[config.mk]
export PLATFORM = sky130hd
export DESIGN_NAME = receiver_control_message_handler
export DESIGN_NICKNAME = d
export VERILOG_FILES = /design/src/design/rxctl_pkg.sv /design/src/design/receiver_control_message_handler.sv
export VERILOG_INCLUDE_DIRS = /design/src /design/src/design
export SDC_FILE = /design/constraint.sdc
export NUM_CORES = 1
export LEC_CHECK = 0
export ABC_CLOCK_PERIOD_IN_PS = 3400
export BUFFER_PORTS_ARGS = -buffer_cell sky130_fd_sc_hd__buf_2
export CAP_MARGIN = 20
export CORE_MARGIN = 2
export CORE_UTILIZATION = 30
export CTS_CLUSTER_DIAMETER = 120
export CTS_CLUSTER_SIZE = 10
export DETAILED_ROUTE_END_ITERATION = 8
export GPL_ROUTABILITY_DRIVEN = 0
export REMOVE_ABC_BUFFERS = 1
export SETUP_SLACK_MARGIN = 0.3
export SKIP_LAST_GASP = 1
export SLEW_MARGIN = 20
export SYNTH_ARGS = -nofsm -noshare
export SYNTH_HDL_FRONTEND = slang
export SYNTH_SLANG_ARGS = --single-unit
[constraint.sdc]
create_clock -name hclk -period 3.4 [get_ports hclk]
set_input_delay 0.68 -clock hclk [delete_from_list [all_inputs] [get_ports hclk]]
set_output_delay 0.68 -clock hclk [all_outputs]
set_load 0.02 [all_outputs]
[src/design/rxctl_regs.svh]
// Register offsets, message codes and protocol constants of the receiver controller
`ifndef RXCTL_REGS_SVH
`define RXCTL_REGS_SVH
// Software register offsets (byte addresses, one word each)
`define A_CTRL   8'h00
`define A_FREQ   8'h04
`define A_RATE   8'h08
`define A_GAIN   8'h0C
`define A_DADR   8'h10
`define A_DDAT   8'h14
`define A_DDAT4  8'h18
`define A_UPD    8'h1C
`define A_RUN    8'h20
`define A_FADR   8'h24
`define A_STAT   8'h28
`define A_FRB    8'h2C
`define A_FSIZE  8'h30
`define A_PSIZE  8'h34
`define A_SSIZE  8'h38
`define A_BLKS   8'h3C
// Message types in the top bits of header byte 1
`define T_SET    3'h0
`define T_REQ    3'h1
`define T_ACK    3'h3
`define T_DATA0  3'h4
`define T_DATA1  3'h5
// Control item codes
`define C_FREQ   16'h0020
`define C_RATE   16'h00B0
`define C_GAIN   16'h0038
`define C_RXST   16'h0018
`define C_UPD    16'h0300
`define C_UPDP   16'h0302
// Message lengths in bytes
`define L_FREQ   4'hA
`define L_GET    4'h5
`define L_RATE   4'h9
`define L_GAIN   4'h6
`define L_DSP    4'h9
`define L_UPD    4'hA
`define L_RXST   4'h8
`define L_FHDR   4'h6
`define BLK_LEN  14'h2002
// Field values
`define FREQ_MAX 32'h01FCA055
`define RATE_RST 32'h03F940AB
`define MULT_ONE 8'h01
`define CHAN_RX  8'h81
`define PW0      8'h5A
`define PW1      8'hFF
`define PW2      8'hA5
`define PW3      8'h00
`define G_0      8'h00
`define G_M10    8'hF6
`define G_M20    8'hEC
`define G_M30    8'hE2
`define UPD_STRT 2'h1
`define RX_IDLE  8'h01
`define RX_RUN   8'h02
`define CAP_ONE  8'h02
`endif

[src/design/rxctl_pkg.sv]
// Types shared by the receiver controller and its bench
package rxctl_pkg;
  // One byte on a valid-qualified byte stream
  typedef struct packed {
    logic       valid;
    logic [7:0] data;
  } beat_t;
  // One received sample word, {Q,I} or {0,R}
  typedef struct packed {
    logic        valid;
    logic [31:0] data;
  } sample_t;
  // Commands written to the control register
  typedef enum logic [3:0] {
    OP_NONE, OP_SET_FREQ, OP_GET_FREQ, OP_SET_RATE, OP_SET_GAIN, OP_GET_GAIN,
    OP_DSP, OP_UPD, OP_UPDP, OP_RXST, OP_FLASH
  } op_t;
  // Transmit engine states
  typedef enum logic [1:0] {TX_IDLE, TX_SEND, TX_FLASH, TX_WAIT_ACK} tx_state_t;
endpackage

[src/design/receiver_control_message_handler.sv]
// Host-side controller that builds receiver control messages and parses replies and data
`timescale 1ns/1ps
`default_nettype none
`include "rxctl_regs.svh"
module receiver_control_message_handler #(
  parameter int unsigned PAGE_BYTES = 256 // Flash page size used for programming blocks
) (
  input  wire logic               hclk,
  input  wire logic               hresetn,
  input  wire logic               hsel,
  input  wire logic [31:0]        haddr,
  input  wire logic [1:0]         htrans,
  input  wire logic               hwrite,
  input  wire logic [2:0]         hsize,
  input  wire logic [31:0]        hwdata,
  input  wire logic               hready,
  output logic                    hreadyout,
  output logic [31:0]             hrdata,
  output logic                    hresp,
  output var rxctl_pkg::beat_t    tx,
  input  wire logic               tx_ready,
  input  wire rxctl_pkg::beat_t   rx,
  input  wire rxctl_pkg::beat_t   fdata,
  output logic                    fdata_ready,
  output var rxctl_pkg::sample_t  sample
);
  // ==========================================================
  // State
  localparam logic [15:0] PAGE = 16'(PAGE_BYTES);
  localparam logic [12:0] FLEN = 13'(PAGE_BYTES + 6);

  typedef struct packed {
    logic                 hreadyout;   // Always ready: zero-wait slave
    logic [31:0]          hrdata;      // Read data for the data phase
    logic                 hresp;       // Always OKAY
    logic                 wr_pend;     // Write data phase pending
    logic [7:0]           wr_addr;     // Its offset
    rxctl_pkg::tx_state_t txs;         // Transmit engine state
    rxctl_pkg::beat_t     tx;          // Byte offered to the bridge
    logic [15:0][7:0]     msg;         // Message being sent
    logic [3:0]           len;         // Its length
    logic [3:0]           idx;         // Next byte to send
    logic [15:0]          page_cnt;    // Flash data bytes sent
    logic                 fready;      // Flash byte can be taken this cycle
    logic [31:0]          freq;        // Tuning frequency to send
    logic [31:0]          rate;        // Reference sample rate to send
    logic                 gain_mode;   // 0 fixed, 1 manual
    logic [7:0]           gain_val;    // Gain value byte
    logic [15:0]          dsp_addr;    // Down-converter register address
    logic [39:0]          dsp_data;    // Five setup data bytes
    logic [1:0]           upd_mode;    // Update mode command
    logic                 run;         // Capture run/stop
    logic                 oneshot;     // One-shot capture mode
    logic                 real_mode;   // Payload holds real samples
    logic [7:0]           nblocks;     // One-shot block count
    logic [31:0]          flash_addr;  // Target address of next block
    rxctl_pkg::op_t       last_op;     // Last command written
    logic                 refused;     // Last command was refused
    logic                 upd_started; // Update process running
    logic                 capturing;   // Device believed to be running
    logic                 ack_seen;    // An ack has arrived
    logic [7:0]           ack_code;    // Its value byte
    logic [31:0]          freq_rb;     // Frequency from last reply
    logic [31:0]          fsize;       // Flash size reply
    logic [31:0]          psize;       // Page size reply
    logic [31:0]          ssize;       // Sector size reply
    logic [15:0]          blocks;      // Data blocks received
    logic [13:0]          ridx;        // Byte index in incoming message
    logic [13:0]          rlen;        // Length of incoming message
    logic [2:0]           rtype;       // Type of incoming message
    logic [15:0]          rcode;       // Item code of incoming message
    logic [31:0]          win;         // Last four received bytes
    rxctl_pkg::sample_t   smp;         // Assembled sample
  } state_t;

  state_t         s_q;      // Registered state
  state_t         s_d;      // Next state
  logic           launch;   // Control register written
  rxctl_pkg::op_t op;       // Command written
  logic           bad;      // Command refused
  logic           ack_now;  // Ack byte arriving now
  logic           slot_free;// Transmit slot can take a byte
  logic [7:0]     b;        // Received byte
  logic [31:0]    nwin;     // Window with the new byte
  logic [13:0]    rlen_now; // Length known this cycle
  logic [31:0]    rdat;     // Read data being decoded
  logic [7:0]     a;        // Decoded offset

  // Fixed gain steps that the device accepts
  function automatic logic fixed_ok(input logic [7:0] v);
    fixed_ok = (v == `G_0) || (v == `G_M10) || (v == `G_M20) || (v == `G_M30);
  endfunction

  // ==========================================================
  // Next-state logic
  always_comb begin
    s_d = s_q;
    launch = 1'b0;
    op = rxctl_pkg::OP_NONE;
    bad = 1'b0;
    ack_now = 1'b0;
    rdat = 32'h0;
    a = s_q.wr_addr;
    b = rx.data;
    nwin = {rx.data, s_q.win[31:8]};
    rlen_now = s_q.rlen;
    slot_free = !s_q.tx.valid || tx_ready;
    s_d.smp.valid = 1'b0;
    s_d.wr_pend = 1'b0;
    // Address phase: reads answer in the very next cycle
    if (hsel && htrans[1] && hready) begin
      s_d.wr_pend = hwrite;
      s_d.wr_addr = haddr[7:0];
      if (haddr[7:0] == `A_CTRL) rdat = {28'h0, s_q.last_op};
      else if (haddr[7:0] == `A_FREQ) rdat = s_q.freq;
      else if (haddr[7:0] == `A_RATE) rdat = s_q.rate;
      else if (haddr[7:0] == `A_GAIN) rdat = {23'h0, s_q.gain_mode, s_q.gain_val};
      else if (haddr[7:0] == `A_DADR) rdat = {16'h0, s_q.dsp_addr};
      else if (haddr[7:0] == `A_DDAT) rdat = s_q.dsp_data[31:0];
      else if (haddr[7:0] == `A_DDAT4) rdat = {24'h0, s_q.dsp_data[39:32]};
      else if (haddr[7:0] == `A_UPD) rdat = {30'h0, s_q.upd_mode};
      else if (haddr[7:0] == `A_RUN) rdat = {16'h0, s_q.nblocks, 5'h0, s_q.real_mode, s_q.oneshot, s_q.run};
      else if (haddr[7:0] == `A_FADR) rdat = s_q.flash_addr;
      else if (haddr[7:0] == `A_STAT) rdat = {16'h0, s_q.ack_code, 3'h0, s_q.ack_seen, s_q.capturing,
                                              s_q.upd_started, s_q.refused, s_q.txs != rxctl_pkg::TX_IDLE};
      else if (haddr[7:0] == `A_FRB) rdat = s_q.freq_rb;
      else if (haddr[7:0] == `A_FSIZE) rdat = s_q.fsize;
      else if (haddr[7:0] == `A_PSIZE) rdat = s_q.psize;
      else if (haddr[7:0] == `A_SSIZE) rdat = s_q.ssize;
      else if (haddr[7:0] == `A_BLKS) rdat = {16'h0, s_q.blocks};
      s_d.hrdata = rdat;
    end
    // Write data phase
    if (s_q.wr_pend) begin
      if (a == `A_CTRL) begin
        launch = 1'b1;
        op = rxctl_pkg::op_t'(hwdata[3:0]);
      end
      else if (a == `A_FREQ) s_d.freq = hwdata;
      else if (a == `A_RATE) s_d.rate = hwdata;
      else if (a == `A_GAIN) {s_d.gain_mode, s_d.gain_val} = hwdata[8:0];
      else if (a == `A_DADR) s_d.dsp_addr = hwdata[15:0];
      else if (a == `A_DDAT) s_d.dsp_data[31:0] = hwdata;
      else if (a == `A_DDAT4) s_d.dsp_data[39:32] = hwdata[7:0];
      else if (a == `A_UPD) s_d.upd_mode = hwdata[1:0];
      else if (a == `A_RUN) {s_d.nblocks, s_d.real_mode, s_d.oneshot, s_d.run} =
                            {hwdata[15:8], hwdata[2:0]};
      else if (a == `A_FADR) s_d.flash_addr = hwdata;
      // Other offsets are read-only and writes to them are dropped
    end
    // Receive parser: header, item code, then body
    if (rx.valid) begin
      s_d.win = nwin;
      s_d.ridx = s_q.ridx + 14'h1;
      if (s_q.ridx == 14'h1) begin
        s_d.rtype = b[7:5];
        rlen_now = {1'b0, b[4:0], s_q.win[31:24]};
        if (b[7:5] == `T_DATA0 && rlen_now == 14'h0) rlen_now = `BLK_LEN;
        s_d.rlen = rlen_now;
      end
      else if (s_q.ridx >= 14'h2) begin
        if (s_q.ridx == 14'h2) s_d.rcode[7:0] = b;
        if (s_q.ridx == 14'h3) s_d.rcode[15:8] = b;
        case (s_q.rtype)
          `T_ACK: begin
            if (s_q.ridx == 14'h2) begin
              ack_now = 1'b1;
              s_d.ack_seen = 1'b1;
              s_d.ack_code = b;
            end
          end
          `T_SET: begin
            if (s_q.rcode == `C_FREQ && s_q.ridx == 14'h8) s_d.freq_rb = nwin;
            if (s_q.rcode == `C_UPDP && s_q.ridx == 14'h8) s_d.fsize = nwin;
            if (s_q.rcode == `C_UPDP && s_q.ridx == 14'hC) s_d.psize = nwin;
            if (s_q.rcode == `C_UPDP && s_q.ridx == 14'h10) s_d.ssize = nwin;
            // Stop echo or end of one-shot both mean the device is idle
            if (s_q.rcode == `C_RXST && s_q.ridx == 14'h5 && b == `RX_IDLE) s_d.capturing = 1'b0;
          end
          `T_DATA0: begin
            if (!s_q.real_mode && s_q.ridx[1:0] == 2'b01) begin
              s_d.smp.valid = 1'b1;
              s_d.smp.data = nwin;
            end
            if (s_q.real_mode && s_q.ridx[0]) begin
              s_d.smp.valid = 1'b1;
              s_d.smp.data = {16'h0, nwin[31:16]};
            end
            if (s_q.ridx + 14'h1 >= s_q.rlen) s_d.blocks = s_q.blocks + 16'h1;
          end
          default: ;
        endcase
      end
      // A message ends on its last byte; lengths below two end after the header
      if (s_q.ridx != 14'h0 && s_q.ridx + 14'h1 >= rlen_now) s_d.ridx = 14'h0;
    end
    // Command launch: build the whole message before sending any byte
    if (launch) begin
      s_d.last_op = op;
      bad = (s_q.txs != rxctl_pkg::TX_IDLE) || (op == rxctl_pkg::OP_NONE) || (op > rxctl_pkg::OP_FLASH);
      if (op == rxctl_pkg::OP_SET_FREQ && s_q.freq > `FREQ_MAX) bad = 1'b1;
      if (op == rxctl_pkg::OP_SET_GAIN && !s_q.gain_mode && !fixed_ok(s_q.gain_val)) bad = 1'b1;
      // Blocks outside an update would be dropped by the device anyway
      if (op == rxctl_pkg::OP_FLASH && !s_q.upd_started) bad = 1'b1;
      s_d.refused = bad;
      if (!bad) begin
        s_d.txs = rxctl_pkg::TX_SEND;
        s_d.idx = 4'h0;
        s_d.page_cnt = 16'h0;
        s_d.msg = '0;
        case (op)
          rxctl_pkg::OP_SET_FREQ: begin
            s_d.len = `L_FREQ;
            s_d.msg[3:2] = `C_FREQ;
            s_d.msg[8:5] = s_q.freq;
            s_d.msg[9] = `MULT_ONE;
          end
          rxctl_pkg::OP_GET_FREQ: begin
            s_d.len = `L_GET;
            s_d.msg[3:2] = `C_FREQ;
          end
          rxctl_pkg::OP_SET_RATE: begin
            s_d.len = `L_RATE;
            s_d.msg[3:2] = `C_RATE;
            s_d.msg[8:5] = s_q.rate;
          end
          rxctl_pkg::OP_SET_GAIN: begin
            s_d.len = `L_GAIN;
            s_d.msg[3:2] = `C_GAIN;
            s_d.msg[4] = {7'h0, s_q.gain_mode};
            s_d.msg[5] = s_q.gain_val;
          end
          rxctl_pkg::OP_GET_GAIN: begin
            s_d.len = `L_GET;
            s_d.msg[3:2] = `C_GAIN;
            s_d.msg[4] = {7'h0, s_q.gain_mode};
          end
          rxctl_pkg::OP_DSP: begin
            s_d.len = `L_DSP;
            s_d.msg[3:2] = s_q.dsp_addr;
            s_d.msg[8:4] = s_q.dsp_data;
          end
          rxctl_pkg::OP_UPD: begin
            s_d.len = `L_UPD;
            s_d.msg[3:2] = `C_UPD;
            s_d.msg[5] = {6'h0, s_q.upd_mode};
            s_d.msg[9:6] = {`PW3, `PW2, `PW1, `PW0};
            s_d.upd_started = (s_q.upd_mode == `UPD_STRT);
          end
          rxctl_pkg::OP_UPDP: begin
            s_d.len = `L_GET;
            s_d.msg[3:2] = `C_UPDP;
          end
          rxctl_pkg::OP_RXST: begin
            s_d.len = `L_RXST;
            s_d.msg[3:2] = `C_RXST;
            s_d.msg[4] = `CHAN_RX;
            s_d.msg[5] = s_q.run ? `RX_RUN : `RX_IDLE;
            s_d.msg[6] = s_q.oneshot ? `CAP_ONE : 8'h00;
            s_d.msg[7] = s_q.nblocks;
            s_d.capturing = s_q.run;
          end
          default: begin
            s_d.len = `L_FHDR;
            s_d.msg[5:2] = s_q.flash_addr;
          end
        endcase
        // Header: length and type; the flash block header covers the page that follows
        case (op)
          rxctl_pkg::OP_GET_FREQ, rxctl_pkg::OP_GET_GAIN, rxctl_pkg::OP_UPDP:
            s_d.msg[1:0] = {`T_REQ, 9'h0, s_d.len};
          rxctl_pkg::OP_DSP: s_d.msg[1:0] = {`T_DATA1, 9'h0, s_d.len};
          rxctl_pkg::OP_FLASH: s_d.msg[1:0] = {`T_DATA0, FLEN};
          default: s_d.msg[1:0] = {`T_SET, 9'h0, s_d.len};
        endcase
      end
    end
    // Transmit engine
    case (s_q.txs)
      rxctl_pkg::TX_SEND: begin
        if (slot_free) begin
          if (s_q.idx < s_q.len) begin
            s_d.tx.valid = 1'b1;
            s_d.tx.data = s_q.msg[s_q.idx];
            s_d.idx = s_q.idx + 4'h1;
          end
          else begin
            s_d.tx.valid = 1'b0;
            if (s_q.last_op == rxctl_pkg::OP_FLASH) s_d.txs = rxctl_pkg::TX_FLASH;
            else if (s_q.last_op == rxctl_pkg::OP_DSP) s_d.txs = rxctl_pkg::TX_WAIT_ACK;
            else s_d.txs = rxctl_pkg::TX_IDLE;
          end
        end
      end
      rxctl_pkg::TX_FLASH: begin
        // Half rate: a byte is taken only into an empty slot, so none is ever dropped
        if (slot_free) s_d.tx.valid = 1'b0;
        if (s_q.fready && fdata.valid) begin
          s_d.tx.valid = 1'b1;
          s_d.tx.data = fdata.data;
          s_d.page_cnt = s_q.page_cnt + 16'h1;
        end
        else if (s_q.page_cnt == PAGE && slot_free) s_d.txs = rxctl_pkg::TX_WAIT_ACK;
      end
      rxctl_pkg::TX_WAIT_ACK: begin
        if (ack_now) s_d.txs = rxctl_pkg::TX_IDLE;
      end
      default: ;
    endcase
    s_d.fready = (s_d.txs == rxctl_pkg::TX_FLASH) && (s_d.page_cnt < PAGE) && !s_d.tx.valid;
  end

  // ==========================================================
  // State register
  always_ff @(posedge hclk or negedge hresetn) begin
    if (!hresetn) begin
      s_q <= '0;
      s_q.hreadyout <= 1'b1;
      s_q.rate <= `RATE_RST;
    end
    else begin
      s_q <= s_d;
    end
  end

  assign hreadyout   = s_q.hreadyout;
  assign hrdata      = s_q.hrdata;
  assign hresp       = s_q.hresp;
  assign tx          = s_q.tx;
  assign fdata_ready = s_q.fready;
  assign sample      = s_q.smp;
endmodule
`default_nettype wire

==> out/qor.txt, run 1 <==
Clk slew on worst S/H paths -> 0.06 ns
Clock Tree Buf Depth -> 3
First-pass GRT wire length -> 147 mm
Largest net degree at the start of global routing -> 94
# hold bufs at CTS -> 0
Outcome -> complete, no violations
Hold WC Path Type -> primary input to async pin
Synth top area cells -> dfrtp_1, mux2_2, nand2_1
Worst hold slack -> 0.0233 ns
CP peak stage delay -> 0.38 ns
Synth warn -> 0
Gr ovfl total -> 0
Worst setup SP type -> flip-flop
Synth Register Bits -> 579
R2R setup slack -> 0.009 ns
Post-route ant nets -> 0
FFs w/ async S/R, synth -> 100%
Fin Setup TNS -> 0 ns
Syn Inst Count -> 2,533
Top_reg_cell synth -> dfrtp_1
Achievable frequency -> 0.295 GHz
CTS tree -> yes
Final slew viol count -> 0
PD cells -> 566 mW/mm²
CP cell instances -> buf_4, ha_1, nand2_1, nor3_2, buf_4, nand3_4, nor2_4, xor2_2, ha_1, a211o_1, or3_1, a21oi_2, buf_4, and4bb_1, nand4_1, nor2_1, xor2_1
Buffers on Ports -> 139
Via/cell ratio -> 5.55
Initial antenna violation count -> 16
Wirelength per Cell -> 24.7 µm
Crit path kind -> flip-flop to flip-flop
Final setup vio count -> 0
Synth cell count leaders -> dfrtp_1, mux2_2, nand2_1
Placed cell count -> 3,865
Most numerous cell in the Yosys netlist -> dfrtp_1
Area Overhead vs Synth -> 19.2%
Share of cells above drive strength 1 -> 33.2%
Top cell by count, worst path -> buf_4
Final hold vios -> 0
Minimum clock period -> 3.39 ns
Core Area -> 0.0936 mm²
Reg-to-Reg Start -> s_q[98]$_DFFE_PN0P_
Pleak -> 0.0155 µW
Via count -> 22,200
Clock root cell -> clkbuf_16
FF-to-FF path depth -> 17
Die Wd -> 312 µm
Initial Utilization -> 30.3%
Yosys top cell area share -> 49.8%
Nets -> 2,848
Post-Syn Area -> 0.0284 mm²
GR Util All Layers -> 19.9%
Total Routed Length -> 98.6 mm
Die H -> 312 µm
Sequential cell area fraction in the yosys report -> 51.1%
Synth Area per Inst -> 11.2 µm²
End of the worst register-to-register path -> s_q[123]$_DFFE_PN0P_
Clk_lat worst skew -> 0.62 ns
Critical Path AT -> 3.89 ns
Final Cycle Share -> 99.7%
Max Cap Viol -> 0
CTS Buf Count -> 68
Number of synthesized flops with an enable pin -> 0
CP max-delay cell -> dfrtp_1
Post-synth top area cell -> dfrtp_1
Full die area -> 0.0972 mm²
RSZ-0062 raised after global routing -> true
Max FO, Critical Path -> 4
Placement Rows -> 112
Clock sink count -> 579
Ports -> 170
Worst Path Required -> 3.90 ns
Max VDD drop -> 0.447 mV
DPL Wire Length -> 67.6 mm
CTS H-tree depth -> 3
Max_slew headroom -> 35.2%
Drc violations -> 0
Clock Skews -> 0.0292 ns
Vias in the first global route -> 21,600
Worst Setup End Kind -> flip-flop
Initial drt markers -> 2,563
Unique masters post-synth -> 86
Drt first pass iters -> 8
Non-Filler Instances -> 4,001
Worst-Margin Slew -> 0.965 ns
[cells in the final DEF (no fill, tap or decap), drive strengths merged, types with 6 or more instances in the layout]
cell       n
o21ai    169
nor2      94
a222oi    48
o2bb2ai    6
o31ai      6
nor4      24
dfstp     14
mux2i     34
a211oi     9
nand2b    10
dfrtp    565
mux2     358
nand3     64
xor2      18
nor3b      9
a2111oi    7
mux4      11
inv       48
a22oi     73
a221o     20
nor3      31
ha        44
a21o      13
o2111ai   19
a221oi    48
nand4     17
or3       11
buf      351
nor2b     10
clkbuf    95
o22ai     15
nand2    270
and3      17
a31oi     17
and2       7
a22o      27
a21oi     73
xnor2     19
[final cells by class]
class,instances,area [µm²]
fill,9382,59800
sequential,579,14500
multi-input combinational,1667,13000
timing repair buffer,351,2620
clock buffer,95,1820
tap,1254,1570
inverter,44,165
clock inverter,8,143
antenna,3,7.51
[report_power, final]
group	internal [µW]	switching [µW]
combinational	1830	2210
sequential	7610	703
clock	3830	2990
total	13300	5900
[sequential cells by signal, summed over array words and instances (netlist names)]
signal and flops:
hrdata 32, s_q 472, fdata_ready 1, tx 9, nwin 24, a 8
sample 33
[stage by stage]
step | util, % | total power [µW] | instance area [µm²] | worst slack [ns]
3_3_place_gp | 33.2 | 11700 | 31100 | -0.182
3_5_place_dp | 33.3 | 11800 | 31100 | -0.139
6_report | 36.2 | 19200 | 33900 | 0.00900
4_1_cts | 35.8 | 19000 | 33500 | 0.0491
5_1_grt | 36.2 | 20000 | 33900 | -0.146
2_1_floorplan | - | 10100 | 27200 | -1.88
[what timing repair did]
item	CTS	global route
pin swaps	39	25
gates resized for setup	58	51
gates cloned	1	0
buffers inserted	18	11
endpoints found under the setup margin	29	122
[per-layer routing]
metal	vias up	wire (µm)	track usage, %
met1	11300	42100	27.6
met4	20	3320	6.29
li1	9688	-	-
met2	992	44900	31.0
met3	204	8120	4.11
met5	-	120	0
[kinds of logic (layout without fill, tap and decap cells)]
| logic type | after synthesis | after routing | synth area share [%] |
|---|---|---|---|
| simple gates | 595 | 595 | 10.1 |
| flops | 579 | 579 | 51.1 |
| xor+xnor | 37 | 37 | 1.14 |
| mux | 403 | 403 | 16.3 |
| other cells | 2 | 5 | 0.0264 |
| buf+inv | 287 | 498 | 4.97 |
| compound gates | 586 | 586 | 14.5 |
| fa+ha+maj | 44 | 44 | 1.94 |
[worst max-delay path by stage]
stage	startpoint	to	depth (start not counted)
6_report	s_q[98]$_DFFE_PN0P_	s_q[123]$_DFFE_PN0P_	17
5_1_grt	s_q[98]$_DFFE_PN0P_	s_q[126]$_DFFE_PN0P_	17
4_1_cts	s_q[98]$_DFFE_PN0P_	s_q[126]$_DFFE_PN0P_	16
3_5_place_dp	s_q[99]$_DFFE_PN0P_	s_q[127]$_DFFE_PN0P_	16
3_3_place_gp	s_q[99]$_DFFE_PN0P_	s_q[127]$_DFFE_PN0P_	16
2_1_floorplan	a[4]$_DFFE_PN0P_	fdata_ready$_DFF_PN0_	8
[critical path, delay by kind of cell (launching register included)]
family | cells | cell delay (ns)
simple gates | 8 | 1.23
buf+inv | 3 | 0.43
flops | 1 | 0.38
compound gates | 2 | 0.46
fa+ha+maj | 2 | 0.44
xor+xnor | 2 | 0.31
(Power assumes the default switching activity.)
==> run 2, diff against run 1 <==
--- a/config.mk
+++ b/config.mk
@@ -6,15 +6,18 @@
 export SDC_FILE = /design/constraint.sdc
 export NUM_CORES = 1
 export LEC_CHECK = 0
-export ABC_CLOCK_PERIOD_IN_PS = 3400
+export ABC_CLOCK_PERIOD_IN_PS = 2850
 export BUFFER_PORTS_ARGS = -buffer_cell sky130_fd_sc_hd__buf_2
 export CAP_MARGIN = 20
+export CELL_PAD_IN_SITES_DETAIL_PLACEMENT = 0
+export CELL_PAD_IN_SITES_GLOBAL_PLACEMENT = 1
 export CORE_MARGIN = 2
 export CORE_UTILIZATION = 30
 export CTS_CLUSTER_DIAMETER = 120
-export CTS_CLUSTER_SIZE = 10
+export CTS_CLUSTER_SIZE = 16
 export DETAILED_ROUTE_END_ITERATION = 8
 export GPL_ROUTABILITY_DRIVEN = 0
+export PLACE_DENSITY_LB_ADDON = 0.1
 export REMOVE_ABC_BUFFERS = 1
 export SETUP_SLACK_MARGIN = 0.3
 export SKIP_LAST_GASP = 1
==> constraint.sdc (replaced) <==
create_clock -name hclk -period 2.85 [get_ports hclk]
set_input_delay 0.57 -clock hclk [delete_from_list [all_inputs] [get_ports hclk]]
set_output_delay 0.57 -clock hclk [all_outputs]
set_load 0.02 [all_outputs]
==> run 2 against run 1 <==
The run now ends with setup timing left. Total power is 13% higher. Routed wire length is 20% higher. Critical path depth stayed put. Clock-buffer cell count is 27 lower. Worst hold slack better by 0.18 ns. Register-to-register slack worse by 0.50 ns. Critical path type unchanged.
==> out/qor.txt, run 2 (synthesis gave the netlist of run 1 again) <==
Max FO, Critical Path -> 7
Hold Crit Endpoint -> s_q[618]$_DFF_PN0_
FF-to-FF path depth -> 17
Gr ovfl total -> 0
Max VDD drop -> 0.349 mV
R2R setup slack -> -0.49 ns
Number of flip-flops in the largest register -> 472
Total power -> 21,700 µW
Hold Crit Depth -> 2
Worst Path Required -> 3.34 ns
CP cell instances -> buf_6, or3_4, nor2_4, nand2_4, buf_8, buf_6, mux2i_1, ha_1, o2111ai_2, o221ai_2, a21oi_2, o31ai_2, nand4_1, buf_4, a31o_4, nand2_2, o31ai_2
CTS Buf Count -> 42
Clock root cell -> clkbuf_16
Core Area -> 0.0936 mm²
Max_slew headroom -> 43.8%
Worst Setup End Kind -> flip-flop
Commonest non-fill, non-tap cells in the layout -> dfrtp_1, buf_4, mux2_2
Minimum clock period -> 3.34 ns
Clk slew on worst S/H paths -> 0.07 ns
Drc violations -> 0
Fill count -> 9,161
Placed cell count -> 4,009
Worst setup SP type -> flip-flop
Die H -> 312 µm
Ports -> 170
CTS H-tree depth -> 2
Max Cap Viol -> 0
Worst Slack Setup Final -> -0.490 ns
Global routing usage on met2 -> 39.3%
Reg-to-Reg Start -> s_q[102]$_DFFE_PN0P_
HP Start -> hwrite
Area Overhead vs Synth -> 30.5%
PD cells -> 587 mW/mm²
Final Cycle Share -> 117%
Initial drt markers -> 2,105
GR Util All Layers -> 23.8%
Busiest layer in global routing -> met2
Met1 Track Usage GR -> 33.1%
Worst Setup SP -> s_q[102]$_DFFE_PN0P_
Achievable frequency -> 0.299 GHz
Crit path kind -> flip-flop to flip-flop
Final hold vios -> 0
Violated checks -> setup timing
Nets -> 3,051
CP max-delay cell -> dfrtp_1
Most common cell after layout, fill and taps aside -> dfrtp_1
Largest reg by FF count -> s_q
CP peak stage delay -> 0.40 ns
Total Routed Length -> 118 mm
End of the worst register-to-register path -> s_q[108]$_DFFE_PN0P_
Met3 usage -> 3.08%
Die Wd -> 312 µm
Initial Utilization -> 30.3%
Clk_lat worst skew -> 0.62 ns
Share of cells above drive strength 1 -> 42.8%
Clock sink count -> 579
Hold WC Path Type -> primary input to flip-flop
Via count -> 23,000
Initial antenna violation count -> 5
Post-route ant nets -> 0
Critical Path AT -> 3.83 ns
Outcome -> complete, but fails checks
Buffers on Ports -> 139
Place WS -> -0.657 ns
First-pass GRT wire length -> 171 mm
Drt first pass iters -> 7
Largest net degree at the start of global routing -> 88
Worst-Margin Slew -> 0.836 ns
Pleak -> 0.0170 µW
Final slew viol count -> 0
Placement Rows -> 112
Full die area -> 0.0972 mm²
DPL Wire Length -> 81.0 mm
Wirelength per Cell -> 28.2 µm
Clock Skews -> 0.0331 ns
Final setup vio count -> 41
Vias in the first global route -> 23,600
Via/cell ratio -> 5.48
Non-Filler Instances -> 4,198
RSZ-0062 raised after global routing -> true
CTS tree -> yes
Clock Tree Buf Depth -> 3
run 2: cell types whose count changed in the layout (fill, tap and decap cells not counted), sizes merged:
cell and delta:
diode -2, clkinv -2, dlygate4sd3 +1, clkbuf -26
buf +227, inv -3, bufinv +1, clkinvlp +1
run 2: routing by layer:
metal  share of wire [%]  routed length, µm
met1                  45              53200
met4                 2.7               3180
met2                  48              56500
met3                 4.6               5500
met5               0.048                 57
run 2: report_power, final:
part           internal [µW]  switching, µW  leakage (µW)
clock network           3020           3190      0.000602
logic                   2630           2950       0.00883
registers               9060            899       0.00753
run 2: through the flow:
step | setup TNS [ns] | hold slack [ns] | utilization (%) | area (µm²)
after floorplan | -261.67 | 0.274 | - | 27200
after global placement | -19.97 | 0.450 | 34.7 | 32500
after detailed placement | -20.76 | 0.451 | 34.7 | 32500
after CTS | -10.97 | 0.186 | 38.5 | 36000
after global routing | -16.15 | 0.213 | 39.6 | 37100
final | -11.47 | 0.204 | 39.6 | 37100
run 2: worst max-delay path, delay by kind of cell, from the launching register on:
kind	cells	cell delay, ns
adders and majority gates	1	0.37
and+or+nand+nor	5	0.96
buffers and inverters	4	0.62
muxes	1	0.12
AOI/OAI and AO/OA	6	0.75
DFF	1	0.40
run 2: how the worst max path moves through the flow:
stage,end,depth (start not counted)
after floorplan,fdata_ready$_DFF_PN0_,8
after global placement,s_q[127]$_DFFE_PN0P_,15
after detailed placement,s_q[127]$_DFFE_PN0P_,15
after CTS,s_q[127]$_DFFE_PN0P_,15
after global routing,s_q[108]$_DFFE_PN0P_,17
final,s_q[108]$_DFFE_PN0P_,17
run 2: timing repair:
item                                    4_1_cts  5_1_grt
endpoints found under the setup margin      217      315
buffers inserted                             68       23
gates resized for setup                     311      212
pin swaps                                   131       80
hold buffers                                  1        0
hold endpoints to repair                     41        0
cloned                                       22        1
run 2: final cells by class:
class	count	area [µm²]	area share, %
flip-flops and latches	579	14500	39.1
clock buffers	68	1170	3.16
repair buffers	580	5410	14.6
inverters	44	165	0.446
diodes	1	2.50	0.00675
clock inverters	5	96.3	0.260
multi-input cells	1667	14100	38.2
well taps	1254	1570	4.23
